--- src/rtl/fld_pkg.sv ---
// Constants, state encodings and timing for the fault lamp diagnostic mode controller.
// Assumes a single 100 MHz clock and a 100 ms internal time base.
package fld_pkg;

    // ----------------------------------------------------------------
    // Time base
    // ----------------------------------------------------------------
    localparam int CLK_PERIOD_NS = 10;
    localparam int TICK_MS = 100;
    localparam int TICK_CYCLES = TICK_MS * 1000000 / CLK_PERIOD_NS;

    // ----------------------------------------------------------------
    // Times in ms and their tick counts
    // ----------------------------------------------------------------
    localparam int ARM_MS = 3000;
    localparam int PUMP_WINDOW_MS = 5000;
    localparam int SETTLE_MS = 7000;
    localparam int HOLD_MS = 10000;
    localparam int SRT_START_MS = 5000;
    localparam int SRT_SHOW_MS = 10000;
    localparam int ERASE_HOLD_MS = 10000;
    localparam int MSD_ON_MS = 600;
    localparam int MSD_OFF_MS = 600;
    localparam int LSD_ON_MS = 300;
    localparam int LSD_OFF_MS = 300;
    localparam int DIGIT_GAP_MS = 1000;
    localparam int CODE_GAP_MS = 1800;
    localparam int WARN_BLINK_MS = 300;

    localparam logic [7:0] ARM_TICKS = 8'((ARM_MS + TICK_MS - 1) / TICK_MS);
    localparam logic [7:0] PUMP_TICKS = 8'(PUMP_WINDOW_MS / TICK_MS);
    localparam logic [7:0] SETTLE_TICKS = 8'((SETTLE_MS + TICK_MS - 1) / TICK_MS);
    localparam logic [7:0] HOLD_TICKS = 8'((HOLD_MS + TICK_MS - 1) / TICK_MS);
    localparam logic [7:0] SRT_START_TICKS = 8'(SRT_START_MS / TICK_MS);
    localparam logic [7:0] SRT_END_TICKS = 8'((SRT_START_MS + SRT_SHOW_MS) / TICK_MS);
    localparam logic [7:0] ERASE_TICKS = 8'((ERASE_HOLD_MS + TICK_MS - 1) / TICK_MS);
    localparam logic [7:0] MSD_ON_TICKS = 8'(MSD_ON_MS / TICK_MS);
    localparam logic [7:0] MSD_OFF_TICKS = 8'(MSD_OFF_MS / TICK_MS);
    localparam logic [7:0] LSD_ON_TICKS = 8'(LSD_ON_MS / TICK_MS);
    localparam logic [7:0] LSD_OFF_TICKS = 8'(LSD_OFF_MS / TICK_MS);
    localparam logic [7:0] DIGIT_GAP_TICKS = 8'(DIGIT_GAP_MS / TICK_MS);
    localparam logic [7:0] CODE_GAP_TICKS = 8'((CODE_GAP_MS - LSD_OFF_MS) / TICK_MS);
    localparam logic [7:0] WARN_BLINK_TICKS = 8'(WARN_BLINK_MS / TICK_MS);

    // ----------------------------------------------------------------
    // Counts, limits and encodings
    // ----------------------------------------------------------------
    localparam logic [2:0] PUMP_COUNT = 3'h5;
    localparam logic [2:0] FAILSAFE_TRIPS = 3'h5;
    localparam logic [13:0] RPM_LIMIT = 14'h09C4;
    localparam logic [3:0] ZERO_BLINKS = 4'hA;
    localparam logic [3:0] A_BLINKS = 4'hB;
    localparam logic [3:0] DIGIT_A = 4'hA;
    localparam logic [1:0] LAST_DIGIT = 2'h3;
    localparam logic [15:0] NO_CODE = 16'h0000;
    // Bit order: confirmed, first-trip, snapshot, first-trip snapshot, readiness, test values
    localparam logic [5:0] ERASE_ALL = 6'h3F;

    typedef enum logic [5:0] {
        ST_IDLE   = 6'h01,
        ST_ARM    = 6'h02,
        ST_PUMP   = 6'h04,
        ST_SETTLE = 6'h08,
        ST_HOLD   = 6'h10,
        ST_READ   = 6'h20
    } fld_mode_type;

    typedef enum logic [3:0] {
        BL_LOAD = 4'h1,
        BL_ON   = 4'h2,
        BL_OFF  = 4'h4,
        BL_GAP  = 4'h8
    } fld_blink_type;

endpackage

--- src/rtl/fld_fault_lamp_ctrl.sv ---
// Fault lamp controller: bulb check, warning, readout blink codes, erase and fail-safe.
// Assumes a code store answering code_data combinationally for code_index, and
// ignition, engine and pedal levels arriving from pins outside the clock domain.
`timescale 1ns/1ps
`default_nettype none

module fld_fault_lamp_ctrl
    import fld_pkg::*;
#(
    parameter int TICK_LEN = TICK_CYCLES
)
(
    // Clock and reset
    input wire logic clk,
    input wire logic rst_n,
    // Operator pins
    input wire logic ignition_on,
    input wire logic engine_running,
    input wire logic pedal_depressed,
    // Diagnostic status from detection logic
    input wire logic pedal_sensor_fault,
    input wire logic fault_confirmed,
    input wire logic single_trip_fault,
    input wire logic misfire_catalyst,
    input wire logic throttle_diag_fail,
    input wire logic readiness_incomplete,
    input wire logic [13:0] engine_rpm,
    // Scan tool
    input wire logic scan_clear_req,
    // Code store
    input wire logic [3:0] code_total,
    input wire logic [15:0] code_data,
    output logic [3:0] code_index,
    output logic [5:0] erase_items,
    // Lamp and engine outputs
    output logic fault_indicator_lamp,
    output logic readout_mode,
    output logic failsafe_active,
    output logic fuel_cut
);

    // ----------------------------------------------------------------
    // Pin synchronisers
    // ----------------------------------------------------------------
    logic [2:0] pin_raw, pin_meta, pin_sync, pin_prev;
    assign pin_raw = {pedal_depressed, engine_running, ignition_on};
    genvar gi;
    generate
        for (gi = 0; gi < 3; gi++)
        begin : g_sync
            always_ff @(posedge clk or negedge rst_n)
            begin
                if (!rst_n)
                begin
                    pin_meta[gi] <= 1'b0;
                    pin_sync[gi] <= 1'b0;
                    pin_prev[gi] <= 1'b0;
                end
                else
                begin
                    pin_meta[gi] <= pin_raw[gi];
                    pin_sync[gi] <= pin_meta[gi];
                    pin_prev[gi] <= pin_sync[gi];
                end
            end
        end
    endgenerate

    logic ign, eng, pedal, ign_rise, trip_end, pedal_press, pedal_release;
    assign ign = pin_sync[0];
    assign eng = pin_sync[1];
    assign pedal = pin_sync[2];
    assign ign_rise = ign & ~pin_prev[0];
    assign trip_end = ~ign & pin_prev[0];
    assign pedal_press = pedal & ~pin_prev[2];
    assign pedal_release = ~pedal & pin_prev[2];

    // ----------------------------------------------------------------
    // Time base
    // ----------------------------------------------------------------
    logic [23:0] tick_cnt;
    logic tick;
    assign tick = (tick_cnt == 24'(TICK_LEN - 1));

    always_ff @(posedge clk or negedge rst_n)
    begin
        if (!rst_n)
            tick_cnt <= 24'h000000;
        else
            tick_cnt <= tick ? 24'h000000 : tick_cnt + 24'h000001;
    end

    // Free-running phase for warning and readiness blinking
    logic [7:0] wb_timer;
    logic warn_phase, wb_end;
    assign wb_end = tick & (wb_timer == WARN_BLINK_TICKS - 8'h01);

    always_ff @(posedge clk or negedge rst_n)
    begin
        if (!rst_n)
        begin
            wb_timer <= 8'h00;
            warn_phase <= 1'b0;
        end
        else
        begin
            wb_timer <= wb_end ? 8'h00 : (tick ? wb_timer + 8'h01 : wb_timer);
            warn_phase <= wb_end ? ~warn_phase : warn_phase;
        end
    end

    // ----------------------------------------------------------------
    // Mode sequencer
    // ----------------------------------------------------------------
    fld_mode_type state, next_state;
    logic [7:0] seq_timer;
    logic [2:0] pump_count;
    logic hold_ready, srt_window;
    // Readiness display pushes the release point past its own window
    assign srt_window = readiness_incomplete & (seq_timer >= SRT_START_TICKS) & (seq_timer < SRT_END_TICKS);
    assign hold_ready = seq_timer >= (readiness_incomplete ? SRT_END_TICKS : HOLD_TICKS);

    always_comb
    begin
        next_state = state;
        case (state)
            ST_IDLE:
                if (ign_rise && !pedal)
                    next_state = ST_ARM;
            ST_ARM:
                if (pedal_press)
                    next_state = (seq_timer >= ARM_TICKS) ? ST_PUMP : ST_IDLE;
            ST_PUMP:
                if (seq_timer >= PUMP_TICKS)
                    next_state = ST_IDLE;
                else if (pedal_release && pump_count == PUMP_COUNT - 3'h1)
                    next_state = ST_SETTLE;
            ST_SETTLE:
                if (pedal_press)
                    next_state = (seq_timer >= SETTLE_TICKS) ? ST_HOLD : ST_IDLE;
            ST_HOLD:
                if (pedal_release)
                    next_state = hold_ready ? ST_READ : ST_IDLE;
            ST_READ:
                next_state = ST_READ;
            default:
                next_state = ST_IDLE;
        endcase
        // A faulty pedal sensor freezes readout and aborts any entry attempt
        if (pedal_sensor_fault)
            next_state = (state == ST_READ) ? ST_READ : ST_IDLE;
        else if (eng && state != ST_IDLE)
            next_state = ST_IDLE;
        if (!ign)
            next_state = ST_IDLE;
    end

    always_ff @(posedge clk or negedge rst_n)
    begin
        if (!rst_n)
        begin
            state <= ST_IDLE;
            seq_timer <= 8'h00;
            pump_count <= 3'h0;
        end
        else
        begin
            state <= next_state;
            seq_timer <= (next_state != state) ? 8'h00
                       : ((tick && seq_timer != 8'hFF) ? seq_timer + 8'h01 : seq_timer);
            pump_count <= (state != ST_PUMP) ? 3'h0 : (pedal_release ? pump_count + 3'h1 : pump_count);
        end
    end

    // ----------------------------------------------------------------
    // Erase control
    // ----------------------------------------------------------------
    logic [7:0] er_timer;
    logic in_read, er_done, show_zero, pedal_erase;
    assign in_read = (state == ST_READ);
    // Fires one tick after the hold limit, so the hold is strictly longer
    assign pedal_erase = in_read & pedal & ~pedal_sensor_fault & ~er_done & tick & (er_timer == ERASE_TICKS);
    always_ff @(posedge clk or negedge rst_n)
    begin
        if (!rst_n)
        begin
            er_timer <= 8'h00;
            er_done <= 1'b0;
            show_zero <= 1'b0;
            erase_items <= 6'h00;
        end
        else
        begin
            er_timer <= !(in_read && pedal) ? 8'h00 : ((tick && er_timer != 8'hFF) ? er_timer + 8'h01 : er_timer);
            er_done <= (in_read && pedal) ? (er_done | pedal_erase) : 1'b0;
            show_zero <= in_read ? (show_zero | pedal_erase) : 1'b0;
            erase_items <= (pedal_erase || scan_clear_req) ? ERASE_ALL : 6'h00;
        end
    end

    // ----------------------------------------------------------------
    // Blink code player
    // ----------------------------------------------------------------
    fld_blink_type bl_state, next_bl_state;
    logic [7:0] bl_timer, next_bl_timer, bl_limit;
    logic [3:0] blinks_left, next_blinks_left, next_code_index, digit_val, blink_count, code_after;
    logic [1:0] digit_idx, next_digit_idx, digit_sel;
    logic [15:0] cur_code;
    logic gap_long, next_gap_long, bl_restart, zero_only, bl_end;
    // Player idles while the pedal is held so erase can be timed undisturbed
    assign bl_restart = ~in_read | pedal;
    assign zero_only = show_zero | (code_total == 4'h0);
    assign cur_code = zero_only ? NO_CODE : code_data;
    assign digit_sel = LAST_DIGIT - digit_idx;
    assign digit_val = cur_code[{digit_sel, 2'b00} +: 4];
    assign blink_count = (digit_val == 4'h0) ? ZERO_BLINKS : ((digit_val == DIGIT_A) ? A_BLINKS : digit_val);
    assign code_after = (zero_only || code_index + 4'h1 >= code_total) ? 4'h0 : code_index + 4'h1;
    assign bl_limit = (bl_state == BL_ON) ? ((digit_idx == 2'h0) ? MSD_ON_TICKS : LSD_ON_TICKS)
                    : (bl_state == BL_OFF) ? ((digit_idx == 2'h0) ? MSD_OFF_TICKS : LSD_OFF_TICKS)
                    : (gap_long ? CODE_GAP_TICKS : DIGIT_GAP_TICKS);
    assign bl_end = tick & (bl_timer == bl_limit - 8'h01);

    always_comb
    begin
        next_bl_state = bl_state;
        next_bl_timer = tick ? bl_timer + 8'h01 : bl_timer;
        next_blinks_left = blinks_left;
        next_digit_idx = digit_idx;
        next_code_index = code_index;
        next_gap_long = gap_long;
        case (bl_state)
            BL_LOAD:
            begin
                next_blinks_left = blink_count;
                next_bl_state = BL_ON;
                next_bl_timer = 8'h00;
            end
            BL_ON:
                if (bl_end)
                begin
                    next_bl_state = BL_OFF;
                    next_bl_timer = 8'h00;
                end
            BL_OFF:
                if (bl_end)
                begin
                    next_bl_timer = 8'h00;
                    if (blinks_left > 4'h1)
                    begin
                        next_blinks_left = blinks_left - 4'h1;
                        next_bl_state = BL_ON;
                    end
                    else if (digit_idx != LAST_DIGIT)
                    begin
                        next_digit_idx = digit_idx + 2'h1;
                        next_gap_long = 1'b0;
                        next_bl_state = BL_GAP;
                    end
                    else
                    begin
                        next_digit_idx = 2'h0;
                        next_code_index = code_after;
                        next_gap_long = 1'b1;
                        next_bl_state = BL_GAP;
                    end
                end
            BL_GAP:
                if (bl_end)
                begin
                    next_bl_state = BL_LOAD;
                    next_bl_timer = 8'h00;
                end
            default:
                next_bl_state = BL_LOAD;
        endcase
        if (bl_restart)
        begin
            next_bl_state = BL_LOAD;
            next_bl_timer = 8'h00;
            next_digit_idx = 2'h0;
            next_code_index = 4'h0;
            next_gap_long = 1'b0;
        end
    end

    always_ff @(posedge clk or negedge rst_n)
    begin
        if (!rst_n)
        begin
            bl_state <= BL_LOAD;
            bl_timer <= 8'h00;
            blinks_left <= 4'h0;
            digit_idx <= 2'h0;
            code_index <= 4'h0;
            gap_long <= 1'b0;
        end
        else
        begin
            bl_state <= next_bl_state;
            bl_timer <= next_bl_timer;
            blinks_left <= next_blinks_left;
            digit_idx <= next_digit_idx;
            code_index <= next_code_index;
            gap_long <= next_gap_long;
        end
    end

    // ----------------------------------------------------------------
    // Fail-safe trip counting
    // ----------------------------------------------------------------
    logic [2:0] fs_count;
    logic trip_failed, failsafe;
    assign failsafe = (fs_count == FAILSAFE_TRIPS);

    always_ff @(posedge clk or negedge rst_n)
    begin
        if (!rst_n)
        begin
            trip_failed <= 1'b0;
            fs_count <= 3'h0;
        end
        else
        begin
            // A failure in the closing cycle still counts for that trip
            trip_failed <= throttle_diag_fail | (trip_failed & ~trip_end);
            if (trip_end)
                fs_count <= (trip_failed || throttle_diag_fail)
                          ? (failsafe ? fs_count : fs_count + 3'h1) : 3'h0;
        end
    end

    // ----------------------------------------------------------------
    // Lamp and outputs
    // ----------------------------------------------------------------
    logic warn_lamp, hold_lamp, next_lamp;
    assign warn_lamp = ~eng
                     | fault_confirmed
                     | single_trip_fault
                     | failsafe
                     | (misfire_catalyst & warn_phase);
    // Steady during the hold, blinking once readiness or readout is signalled
    assign hold_lamp = (srt_window || hold_ready) ? warn_phase : warn_lamp;
    assign next_lamp = !ign ? 1'b0
                     : in_read ? (bl_state == BL_ON)
                     : (state == ST_HOLD) ? hold_lamp
                     : warn_lamp;

    always_ff @(posedge clk or negedge rst_n)
    begin
        if (!rst_n)
        begin
            fault_indicator_lamp <= 1'b0;
            readout_mode <= 1'b0;
            failsafe_active <= 1'b0;
            fuel_cut <= 1'b0;
        end
        else
        begin
            fault_indicator_lamp <= next_lamp;
            readout_mode <= (next_state == ST_READ);
            failsafe_active <= failsafe;
            fuel_cut <= failsafe & (engine_rpm > RPM_LIMIT);
        end
    end

endmodule

`default_nettype wire

--- config.mk ---
export PLATFORM = sky130hd
export DESIGN_NAME = fld_fault_lamp_ctrl
export DESIGN_NICKNAME = d
export VERILOG_FILES = /design/src/rtl/fld_pkg.sv /design/src/rtl/fld_fault_lamp_ctrl.sv
export SDC_FILE = /design/constraint.sdc
export NUM_CORES = 1
export LEC_CHECK = 0
export ABC_AREA = 1
export BUFFER_PORTS_ARGS = -buffer_cell sky130_fd_sc_hd__buf_2
export CAP_MARGIN = 20
export CORE_MARGIN = 2
export CORE_UTILIZATION = 45
export CTS_BUF_LIST = sky130_fd_sc_hd__clkbuf_4 sky130_fd_sc_hd__clkbuf_8
export DETAILED_ROUTE_END_ITERATION = 6
export GPL_TIMING_DRIVEN = 0
export PLACE_DENSITY_LB_ADDON = 0.05
export SLEW_MARGIN = 20
export SYNTH_ARGS = -nofsm -noshare
export SYNTH_HDL_FRONTEND = slang
export SYNTH_SLANG_ARGS = --single-unit
--- constraint.sdc ---
create_clock -name clk -period 2.9 [get_ports clk]
set_input_delay 0 -clock clk [delete_from_list [all_inputs] [get_ports clk]]
set_output_delay 0 -clock clk [all_outputs]
set_load 0.02 [all_outputs]
==> results of run 1 <==
-- cell usage in the layout (no fill, tap or decap), drive strengths merged, types with 3 or more instances in the layout --
| master | Yosys | layout |
|---|---|---|
| clkinv | 3 | 5 |
| nor4 | 11 | 11 |
| buf | 9 | 69 |
| inv | 129 | 131 |
| nand4 | 24 | 24 |
| o21ai | 53 | 53 |
| dfrtp | 98 | 98 |
| clkinvlp | 0 | 3 |
| o31ai | 3 | 3 |
| clkbuf | 1 | 10 |
| nor2 | 117 | 117 |
| nor3 | 29 | 29 |
| xor2 | 25 | 25 |
| o211ai | 6 | 6 |
| nand2 | 155 | 155 |
| xnor2 | 4 | 4 |
| a31oi | 5 | 5 |
| nand3 | 58 | 58 |
| dlygate4sd3 | 0 | 8 |
| ha | 25 | 25 |
| a21oi | 25 | 25 |
-- worst min-delay path by stage --
stage / depth (start not counted) / start / end
final: 4 / pedal_sensor_fault / erase_items[4]
after global routing: 4 / pedal_sensor_fault / erase_items[4]
after CTS: 3 / pedal_sensor_fault / state[0]
after detailed placement: 1 / rst_n / seq_timer[4]
after global placement: 1 / ignition_on / pin_meta[0]
after floorplan: 0 / rst_n / bl_state[1]
-- registers in the layout, indices dropped and copies added (netlist names), 2 cells and up --
signal,flops
bl_state,4
bl_timer,8
blinks_left,4
code_index,4
digit_idx,2
er_timer,8
fs_count,3
pin_meta,3
pin_prev,2
pump_count,3
seq_timer,8
state,6
tick_cnt,24
wb_timer,8
-- per-layer routing --
layer  track usage  vias to the layer above
met3        0.0439                       16
met4        0.0647                        0
met2         0.342                       81
met1         0.249                     2514
li1              -                     2738
met5             0                        -
-- metrics by stage --
stage | instance area [um^2] | power, uW | worst slack (ns) | util
after floorplan | 6130 | 1630 | 0.885 | -
after global placement | 6650 | 1740 | 0.587 | 0.500
after detailed placement | 6680 | 1750 | 0.566 | 0.502
after CTS | 6940 | 2640 | 0.543 | 0.522
after global routing | 6940 | 2740 | 0.384 | 0.522
final | 6940 | 2600 | 0.568 | 0.522
-- final cells by class --
cell class	instances	share of cell area
buffer	10	0.00883
clock buffer	9	0.0178
tap	176	0.0317
sequential	100	0.361
timing repair buffer	68	0.0579
clock inverter	7	0.00865
multi-input combinational	554	0.442
inverter	132	0.0721
-- worst reg2reg max path, cell delays in order, from the launching register on --
cell,delay (ns)
dfrtp_1,0.36
buf_2,0.20
clkinv_1,0.24
ha_1,0.31
o31ai_1,0.23
nand2_1,0.08
nand2_1,0.10
nand4_4,0.19
o211ai_4,0.43
nor2_2,0.08
-- power by group --
part,switching [uW],internal [uW],total (uW)
logic,164,102,267
clock network,546,324,870
registers,28.6,1440,1470
total,739,1860,2600
-- kinds of logic after synthesis --
| logic type | count (synthesis) |
|---|---|
| xor gates and xnor gates | 29 |
| DFF | 100 |
| adders and majority gates | 25 |
| muxes | 2 |
| and+or+nand+nor | 399 |
| AOI/OAI and AO/OA | 99 |
| buffers and inverters | 142 |
==> results_dict.tcl, run 1 <==
set metrics [dict create \
    numPortBuffers 59 \
    synth_top_area_frac 0.400 \
    critPathSlowestCell "o211ai_4" \
    synth_compound_area_frac 0.0942 \
    cts_resized 0 \
    slew_headroom 0.626 \
    path_cells "buf_2 -> clkinv_1 -> ha_1 -> o31ai_1 -> nand2_1 -> nand2_1 -> nand4_4 -> o211ai_4 -> nor2_2" \
    grt_pass1_wl_mm 23.4 \
    max_slew.worst_pin.slew_ns 0.557 \
    antenna_found_initial 0 \
    grt_max_degree 60 \
    synth_area_leader_cell "dfrtp_1" \
    synth-xor-area-share 0.0414 \
    yosysSeqAreaShare 0.408 \
    synth_top_family_by_area "simple AND/OR/NAND/NOR gates" \
    reg2reg_slack_ns 0.57 \
    area_growth_pct 13.1 \
    synth_area_um2 6130 \
    worstSetupPathType "reg2reg" \
    period_share 0.804 \
    critPathMaxFanout 10 \
    synth-simple-area-share 0.310 \
    dpl.hpwl_mm 10.4 \
    rows 42 \
    fp.dieH_um 121 \
    setup_violations 0 \
    routed_via_density 5.07 \
    syn-instance-count 796 \
    start_util 0.461 \
    nFillCells 1294 \
    wl_per_cell_um 13.1 \
    hold_buffers 8 \
    vdd_ir_drop_max_mv 0.286 \
    crit_top_cell "nand2_1" \
    clkSinkCount 100 \
    io_pins 60 \
    wl_met3_um 414 \
    synth_common_cells "nand2_1 (149), inv_1 (115), dfrtp_1 (98)" \
    ys_seq_elements 100 \
    setup_tns_ns 0 \
    syn-num-nets 867 \
    ys_async_sr_fraction 1.00 \
    clock_latency_ns 0.39 \
    finalHoldWorstSlack_ns 0.0360 \
    wl_mm 13.8 \
    dr.max_layer_used "met4" \
    ctsHtreeMaxLevel 3 \
    cts_tree "yes" \
    cts_buffer_depth 2 \
    final_max_slew_viol_count 0 \
    yosys-mux-area-fraction 0.00326 \
    drt-met1-wl_mm 6.30 \
    route.detailed.drc 0 \
    grt_use_total 0.199 \
    r2r_start "digit_idx[0]" \
    avgSynthCellArea_um2 7.71 \
    critPathCapture "bl_timer[4]" \
    clock_skew_ns 0.0158 \
    timing.fmax_ghz 0.429 \
    worstPathRequired_ns 3.16 \
    synth-adder-area-share 0.0510 \
    rsz0062_at_grt "false" \
    cp-start-kind "register" \
    cellPowerDensity_nw_per_um2 375 \
    drive_above_1_share 0.170 \
    num-nets-final 946 \
    die_x_um 121 \
    diodes 0 \
    hold_viol_final 0 \
    cpPeakStageDelay_ns 0.43 \
    cp.arrival_ns 2.59 \
    worst_setup_path_end_kind "register" \
    synthFlopType "dfrtp_1" \
    firstDrtPassIters 5 \
    ys_types 47 \
    r2r-end "bl_timer[4]" \
    cp-startpoint "digit_idx[0]" \
    ant_nets 0 \
    synth_edf_count 0 \
    cts_buffers 9 \
    wl_met2_mm 6.86 \
    dp_cells 1032 \
    crit_family "compound AO/OA/AOI/OAI gates" \
    vias 5349 \
    synthTopCellsByArea "dfrtp_1 (40%), nand2_1 (9.1%), inv_1 (7.0%)" \
    path_depth 9 \
    leakage_uw 0.00338 \
    min_path_type "in2reg" \
    drv_cap 0 \
    first_global_vias 5201 \
    multiInputGateArea_um2 3070 \
    cp_num_buf_inv 2 \
    final_cells 1056 \
    fin_crit_ns 2.33 \
    synth.most_common_cell "nand2_1" \
    die-area_um2 14600 \
    cts.root.buffer_cell "clkbuf_8" \
    cts_setup_buffers 0 \
    clk_pin_slew_ns 0.10 \
    grt-ovfl-total 0 \
    final-seq-area_um2 2500 \
    drt_iter0_markers 318 \
    yosys_warnings 0 \
    gp_congestion 0.919 \
    worst-r2r-cell-count 9 \
    fp.coreArea_um2 13300 \
    status "finished, final reports clean" \
]
No activity file was read; power rests on OpenSTA's default activity.
==> run 2: changes to the inputs <==
==> constraint.sdc (replaced) <==
create_clock -name clk -period 2.2 [get_ports clk]
set_input_delay 0 -clock clk [delete_from_list [all_inputs] [get_ports clk]]
set_output_delay 0 -clock clk [all_outputs]
set_load 0.02 [all_outputs]
==> run 2 against run 1 <==
Against the previous run: sequential share of layout area shrank 2.0 points; non-clock buffer count grew 27; via count rose by 2.1%; die area unchanged; critical endpoint is now seq_timer[2]; largest cell class unchanged.
==> results_dict.tcl, run 2 (synthesis results as in run 1) <==
set metrics [dict create \
    routed_via_density 5.04 \
    cp-start-kind "register" \
    worstPathRequired_ns 2.54 \
    ant_nets 0 \
    crit_top_cell "nand2_2" \
    power_uw 3450 \
    grt_use_total 0.199 \
    cts_buffers 9 \
    vias 5462 \
    cpPeakStageDelay_ns 0.48 \
    gp_congestion 0.919 \
    intPower_uw 2460 \
    path_cells "ha_4 -> nand2_1 -> nor2_2 -> nand3_1 -> nand3_2 -> nand3_2 -> nand2_2 -> nand2_2 -> nand2_2 -> nand2_2 -> nand2_1 -> nand2_1 -> nor2_2 -> nand2_4 -> nor2_2" \
    vdd_ir_drop_max_mv 0.374 \
    critPathMaxFanout 8 \
    largest-register "tick_cnt" \
    route.detailed.drc 0 \
    dpl.hpwl_mm 10.4 \
    timing.fmax_ghz 0.479 \
    fin_crit_ns 2.09 \
    cts.root.buffer_cell "clkbuf_8" \
    num-nets-final 973 \
    worst_setup_path_end_kind "register" \
    clk_pin_slew_ns 0.11 \
    numPortBuffers 59 \
    hold_viol_final 0 \
    cts_tree "yes" \
    start_util 0.461 \
    comb_power_share 0.107 \
    crit_family "simple AND/OR/NAND/NOR gates" \
    worstSetupPathType "reg2reg" \
    swShare 0.287 \
    grt_max_degree 60 \
    antenna_found_initial 0 \
    die_x_um 121 \
    cellPowerDensity_nw_per_um2 468 \
    clock_skew_ns 0.0158 \
    fp.dieH_um 121 \
    p_switching_uw 988 \
    p_clk_frac 0.333 \
    rows 42 \
    grt_pass1_wl_mm 23.5 \
    period_share 0.949 \
    status "finished, final reports clean" \
    setup_violations 0 \
    slew_headroom 0.625 \
    final_common_cell "nand2_1" \
    setup_tns_ns 0 \
    first_global_vias 5215 \
    cp.arrival_ns 2.43 \
    critPathSlowestCell "dfrtp_2" \
    drt_iter0_markers 279 \
    die-area_um2 14600 \
    wl_mm 14.3 \
    max_slew.worst_pin.slew_ns 0.563 \
    clkSinkCount 100 \
    cp_num_buf_inv 0 \
    rsz0062_at_grt "true" \
    grt-ovfl-total 0 \
    firstDrtPassIters 4 \
    io_pins 60 \
    drv_cap 0 \
    fp.coreArea_um2 13300 \
    nFillCells 1247 \
    diodes 0 \
    min_path_type "in2reg" \
    drive_above_1_share 0.247 \
    leakage_uw 0.00357 \
    power_frac_seq 0.560 \
    clock_latency_ns 0.39 \
    ctsHtreeMaxLevel 3 \
    final_max_slew_viol_count 0 \
    final_cell_mix "nand2_1 (139), inv_1 (112), dfrtp_1 (93)" \
    area_growth_pct 20.1 \
    cts_buffer_depth 2 \
    largest_register_ffs 24 \
    wl_per_cell_um 13.2 \
]
run 2: cell types whose count changed in the layout (fill, tap and decap cells not counted), sizes merged:
| cell | before | now |
|---|---|---|
| clkinv | 5 | 3 |
| buf | 69 | 95 |
| inv | 131 | 133 |
| clkbuf | 10 | 11 |
run 2: worst reg2reg max path, delay by kind of cell (launching register included):
family	cells	cell delay (ns)
fa+ha+maj	1	0.28
flops	1	0.48
simple gates	14	1.27
run 2: final timing paths:
| kind | endpoint | from | slack [ns] | cells past startpoint |
|---|---|---|---|---|
| hold reg to reg | pedal | pin_meta[2] | 0.36 | 0 |
| setup / recovery | seq_timer[2] | seq_timer[5] | 0.11 | 15 |
| min in group asynchronous | fuel_cut | rst_n | 0.14 | 2 |
| max in group asynchronous | blinks_left[2] | rst_n | 1.42 | 3 |
| hold / removal | state[0] | pedal_sensor_fault | 0.01 | 3 |
| setup reg to reg | seq_timer[2] | seq_timer[5] | 0.11 | 15 |
run 2: timing repair:
item,4_1_cts,5_1_grt
hold buffers,8,0
pin swaps,2,19
endpoints found under the setup margin,28,37
gates resized for setup,3,61
buffers inserted,2,25
hold endpoints to repair,66,0
run 2: area by class of cell:
| type | count | area (um^2) | share of cell area |
|---|---|---|---|
| plain buffers | 10 | 63.8 | 0.00866 |
| clock buffers | 9 | 124 | 0.0168 |
| clock inverters | 7 | 60.1 | 0.00815 |
| inverters | 132 | 505 | 0.0686 |
| multi-input cells | 554 | 3260 | 0.443 |
| flip-flops and latches | 100 | 2510 | 0.341 |
| well taps | 176 | 220 | 0.0299 |
| repair buffers | 95 | 621 | 0.0843 |
run 2: power groups by stage:
stage	Sequential (uW)	Clock, uW	Combinational [uW]
after floorplan	1980	0	180
after global placement	1970	0	329
after detailed placement	1970	0	345
after CTS	1930	1190	358
after global routing	1940	1260	422
final	1930	1150	368
run 2: per-layer routing:
| metal | vias to the layer above | track usage | wire, um |
|---|---|---|---|
| met2 | 79 | 0.341 | 7180 |
| met1 | 2574 | 0.249 | 6480 |
| met3 | 22 | 0.0439 | 405 |
| met5 | - | 0 | 0 |
| li1 | 2787 | - | - |
| met4 | 0 | 0.0661 | 273 |
run 2: through the flow:
stage / utilization / std cells / hold slack [ns] / instance area, um^2 / setup slack [ns]
2_1_floorplan: - / 796 / -0.296 / 6130 / 0.185
3_3_place_gp: 0.500 / 1031 / 0.108 / 6650 / -0.113
3_5_place_dp: 0.502 / 1032 / 0.0179 / 6680 / -0.134
4_1_cts: 0.525 / 1058 / 0.00492 / 6980 / 0.0127
5_1_grt: 0.554 / 1083 / 0.0131 / 7370 / -0.0507
6_report: 0.554 / 1083 / 0.0110 / 7370 / 0.113
==> run 3: changes to the inputs <==
--- a/config.mk
+++ b/config.mk
@@ -12,6 +12,7 @@
 export CORE_UTILIZATION = 45
 export CTS_BUF_LIST = sky130_fd_sc_hd__clkbuf_4 sky130_fd_sc_hd__clkbuf_8
 export DETAILED_ROUTE_END_ITERATION = 6
+export GPL_ROUTABILITY_DRIVEN = 1
 export GPL_TIMING_DRIVEN = 0
 export PLACE_DENSITY_LB_ADDON = 0.05
 export SLEW_MARGIN = 20
==> constraint.sdc (replaced) <==
create_clock -name clk -period 2.2 [get_ports clk]
set_input_delay 0.22 -clock clk [delete_from_list [all_inputs] [get_ports clk]]
set_output_delay 0.22 -clock clk [all_outputs]
set_load 0.02 [all_outputs]
==> run 3 against run 2 <==
Against the previous run: core utilization down 0.23 points; largest cell class unchanged; fmax up 0.10%; die area unchanged; non-clock buffer count down 3.
==> results_dict.tcl, run 3 (synthesis results as in run 1) <==
set metrics [dict create \
    p_switching_uw 988 \
    status "finished, final reports clean" \
    routed_via_density 5.05 \
    clk_pin_slew_ns 0.11 \
    cp-start-kind "register" \
    max_slew.worst_pin.slew_ns 0.563 \
    vias 5454 \
    cts_buffer_depth 2 \
    firstDrtPassIters 4 \
    vdd_ir_drop_max_mv 0.375 \
    drive_above_1_share 0.248 \
    ctsHtreeMaxLevel 3 \
    start_util 0.461 \
    power_uw 3440 \
    final_cell_mix "nand2_1 (139), inv_1 (112), dfrtp_1 (93)" \
    clock_skew_ns 0.0156 \
    dpl.hpwl_mm 10.4 \
    crit_top_cell "nand2_2" \
    diodes 0 \
    antenna_found_initial 0 \
    first_global_vias 5187 \
    numPortBuffers 59 \
    fp.coreArea_um2 13300 \
    die_x_um 121 \
    grt_pass1_wl_mm 23.4 \
    gp_congestion 0.919 \
    cts_buffers 9 \
    r2r-end "seq_timer[2]" \
    min_from "engine_rpm[12]" \
    largest_register_ffs 24 \
    final_max_slew_viol_count 0 \
    hold_depth 3 \
    die-area_um2 14600 \
    critPathMaxFanout 8 \
    power_frac_seq 0.561 \
    area_growth_pct 19.6 \
    num-nets-final 970 \
    hold_end "fuel_cut" \
    grt_max_degree 60 \
    clock_latency_ns 0.39 \
    setup_violations 0 \
    wl_per_cell_um 13.3 \
    rsz0062_at_grt "true" \
    nFillCells 1251 \
    r2r_start "seq_timer[5]" \
    worst_setup_path_end_kind "register" \
    cellPowerDensity_nw_per_um2 470 \
    worst-r2r-cell-count 15 \
    critPathSlowestCell "dfrtp_2" \
    cts.root.buffer_cell "clkbuf_8" \
    leakage_uw 0.00355 \
    worstPathRequired_ns 2.54 \
    ant_nets 0 \
    period_share 0.948 \
    route.detailed.drc 0 \
    min_path_type "in2reg" \
    drv_cap 0 \
    path_cells "ha_4 -> nand2_1 -> nor2_2 -> nand3_1 -> nand3_2 -> nand3_2 -> nand2_2 -> nand2_2 -> nand2_2 -> nand2_2 -> nand2_1 -> nand2_1 -> nor2_2 -> nand2_4 -> nor2_2" \
    clkSinkCount 100 \
    fp.dieH_um 121 \
    drt_iter0_markers 299 \
    timing.fmax_ghz 0.480 \
    crit_family "simple AND/OR/NAND/NOR gates" \
    slew_headroom 0.625 \
    cpPeakStageDelay_ns 0.48 \
    reg2reg_slack_ns 0.11 \
    cp.arrival_ns 2.42 \
    grt_use_total 0.199 \
    p_clk_frac 0.333 \
    comb_power_share 0.106 \
    fin_crit_ns 2.09 \
    largest-register "tick_cnt" \
    swShare 0.287 \
    cp_num_buf_inv 0 \
    wl_mm 14.3 \
    io_pins 60 \
    final_common_cell "nand2_1" \
    hold_viol_final 0 \
    worstSetupPathType "reg2reg" \
    intPower_uw 2460 \
    place_area_um2 6680 \
    grt-ovfl-total 0 \
    final_core_util 0.552 \
    stdcell_area_um2 7340 \
    rows 42 \
    cts_tree "yes" \
]
==> run 3: cell types whose count changed in the layout (fill, tap and decap cells not counted) <==
| cell | change |
|---|---|
| dlygate4sd3_1 | -3 |
==> run 3: worst max path at each step <==
stage                  from              to  slack [ns]  depth (start not counted)
2_1_floorplan  digit_idx[0]     bl_timer[4]        0.19                          9
3_3_place_gp          rst_n  blinks_left[0]       -0.23                          1
3_5_place_dp   digit_idx[0]     bl_timer[4]       -0.13                          9
4_1_cts        seq_timer[5]    seq_timer[7]        0.01                         15
5_1_grt         tick_cnt[0]   code_index[2]       -0.05                         12
6_report       seq_timer[5]    seq_timer[2]        0.11                         15
==> run 3: per-layer routing <==
| metal | track usage | routed length [um] | up-vias |
|---|---|---|---|
| met1 | 0.249 | 6470 | 2569 |
| met2 | 0.340 | 7160 | 81 |
| met5 | 0 | 0 | - |
| li1 | - | - | 2780 |
| met3 | 0.0439 | 415 | 24 |
| met4 | 0.0647 | 284 | 0 |
==> run 3: worst min-delay path: stages <==
cell and delay, ns:
buf_2 0.07, a211oi_1 0.04, nor2_1 0.07
==> run 3: metrics by stage <==
| step | worst slack (ns) | TNS [ns] | std cells | hold WS, ns |
|---|---|---|---|---|
| after floorplan | 0.185 | 0 | 796 | -0.0756 |
| after global placement | -0.226 | -22.46 | 1031 | 0.328 |
| after detailed placement | -0.134 | -1.45 | 1032 | 0.238 |
| after CTS | 0.0127 | 0 | 1055 | 0.0199 |
| after global routing | -0.0507 | -0.229 | 1080 | 0.0267 |
| final | 0.115 | 0 | 1080 | 0.0384 |
==> run 3: final cells by class <==
class	count	area, um^2	area share
multi-input combinational	554	3260	0.444
buffer	10	63.8	0.00870
timing repair buffer	92	591	0.0805
clock inverter	7	60.1	0.00819
clock buffer	9	124	0.0169
inverter	132	505	0.0689
tap	176	220	0.0300
sequential	100	2510	0.342
==> run 3: power by group through the flow <==
stage	Clock, uW	Combinational, uW	Sequential, uW
global route	1260	418	1940
finish	1150	365	1930
detailed placement	0	345	1970
floorplan	0	180	1980
global placement	0	329	1970
CTS	1190	355	1930
==> run 3: timing repair <==
item,CTS,global route
endpoints found under the hold margin,60,0
hold buffers,5,0
pin swaps,2,19
endpoints found under the setup margin,28,37
gates resized for setup,3,61
setup buffers,2,25
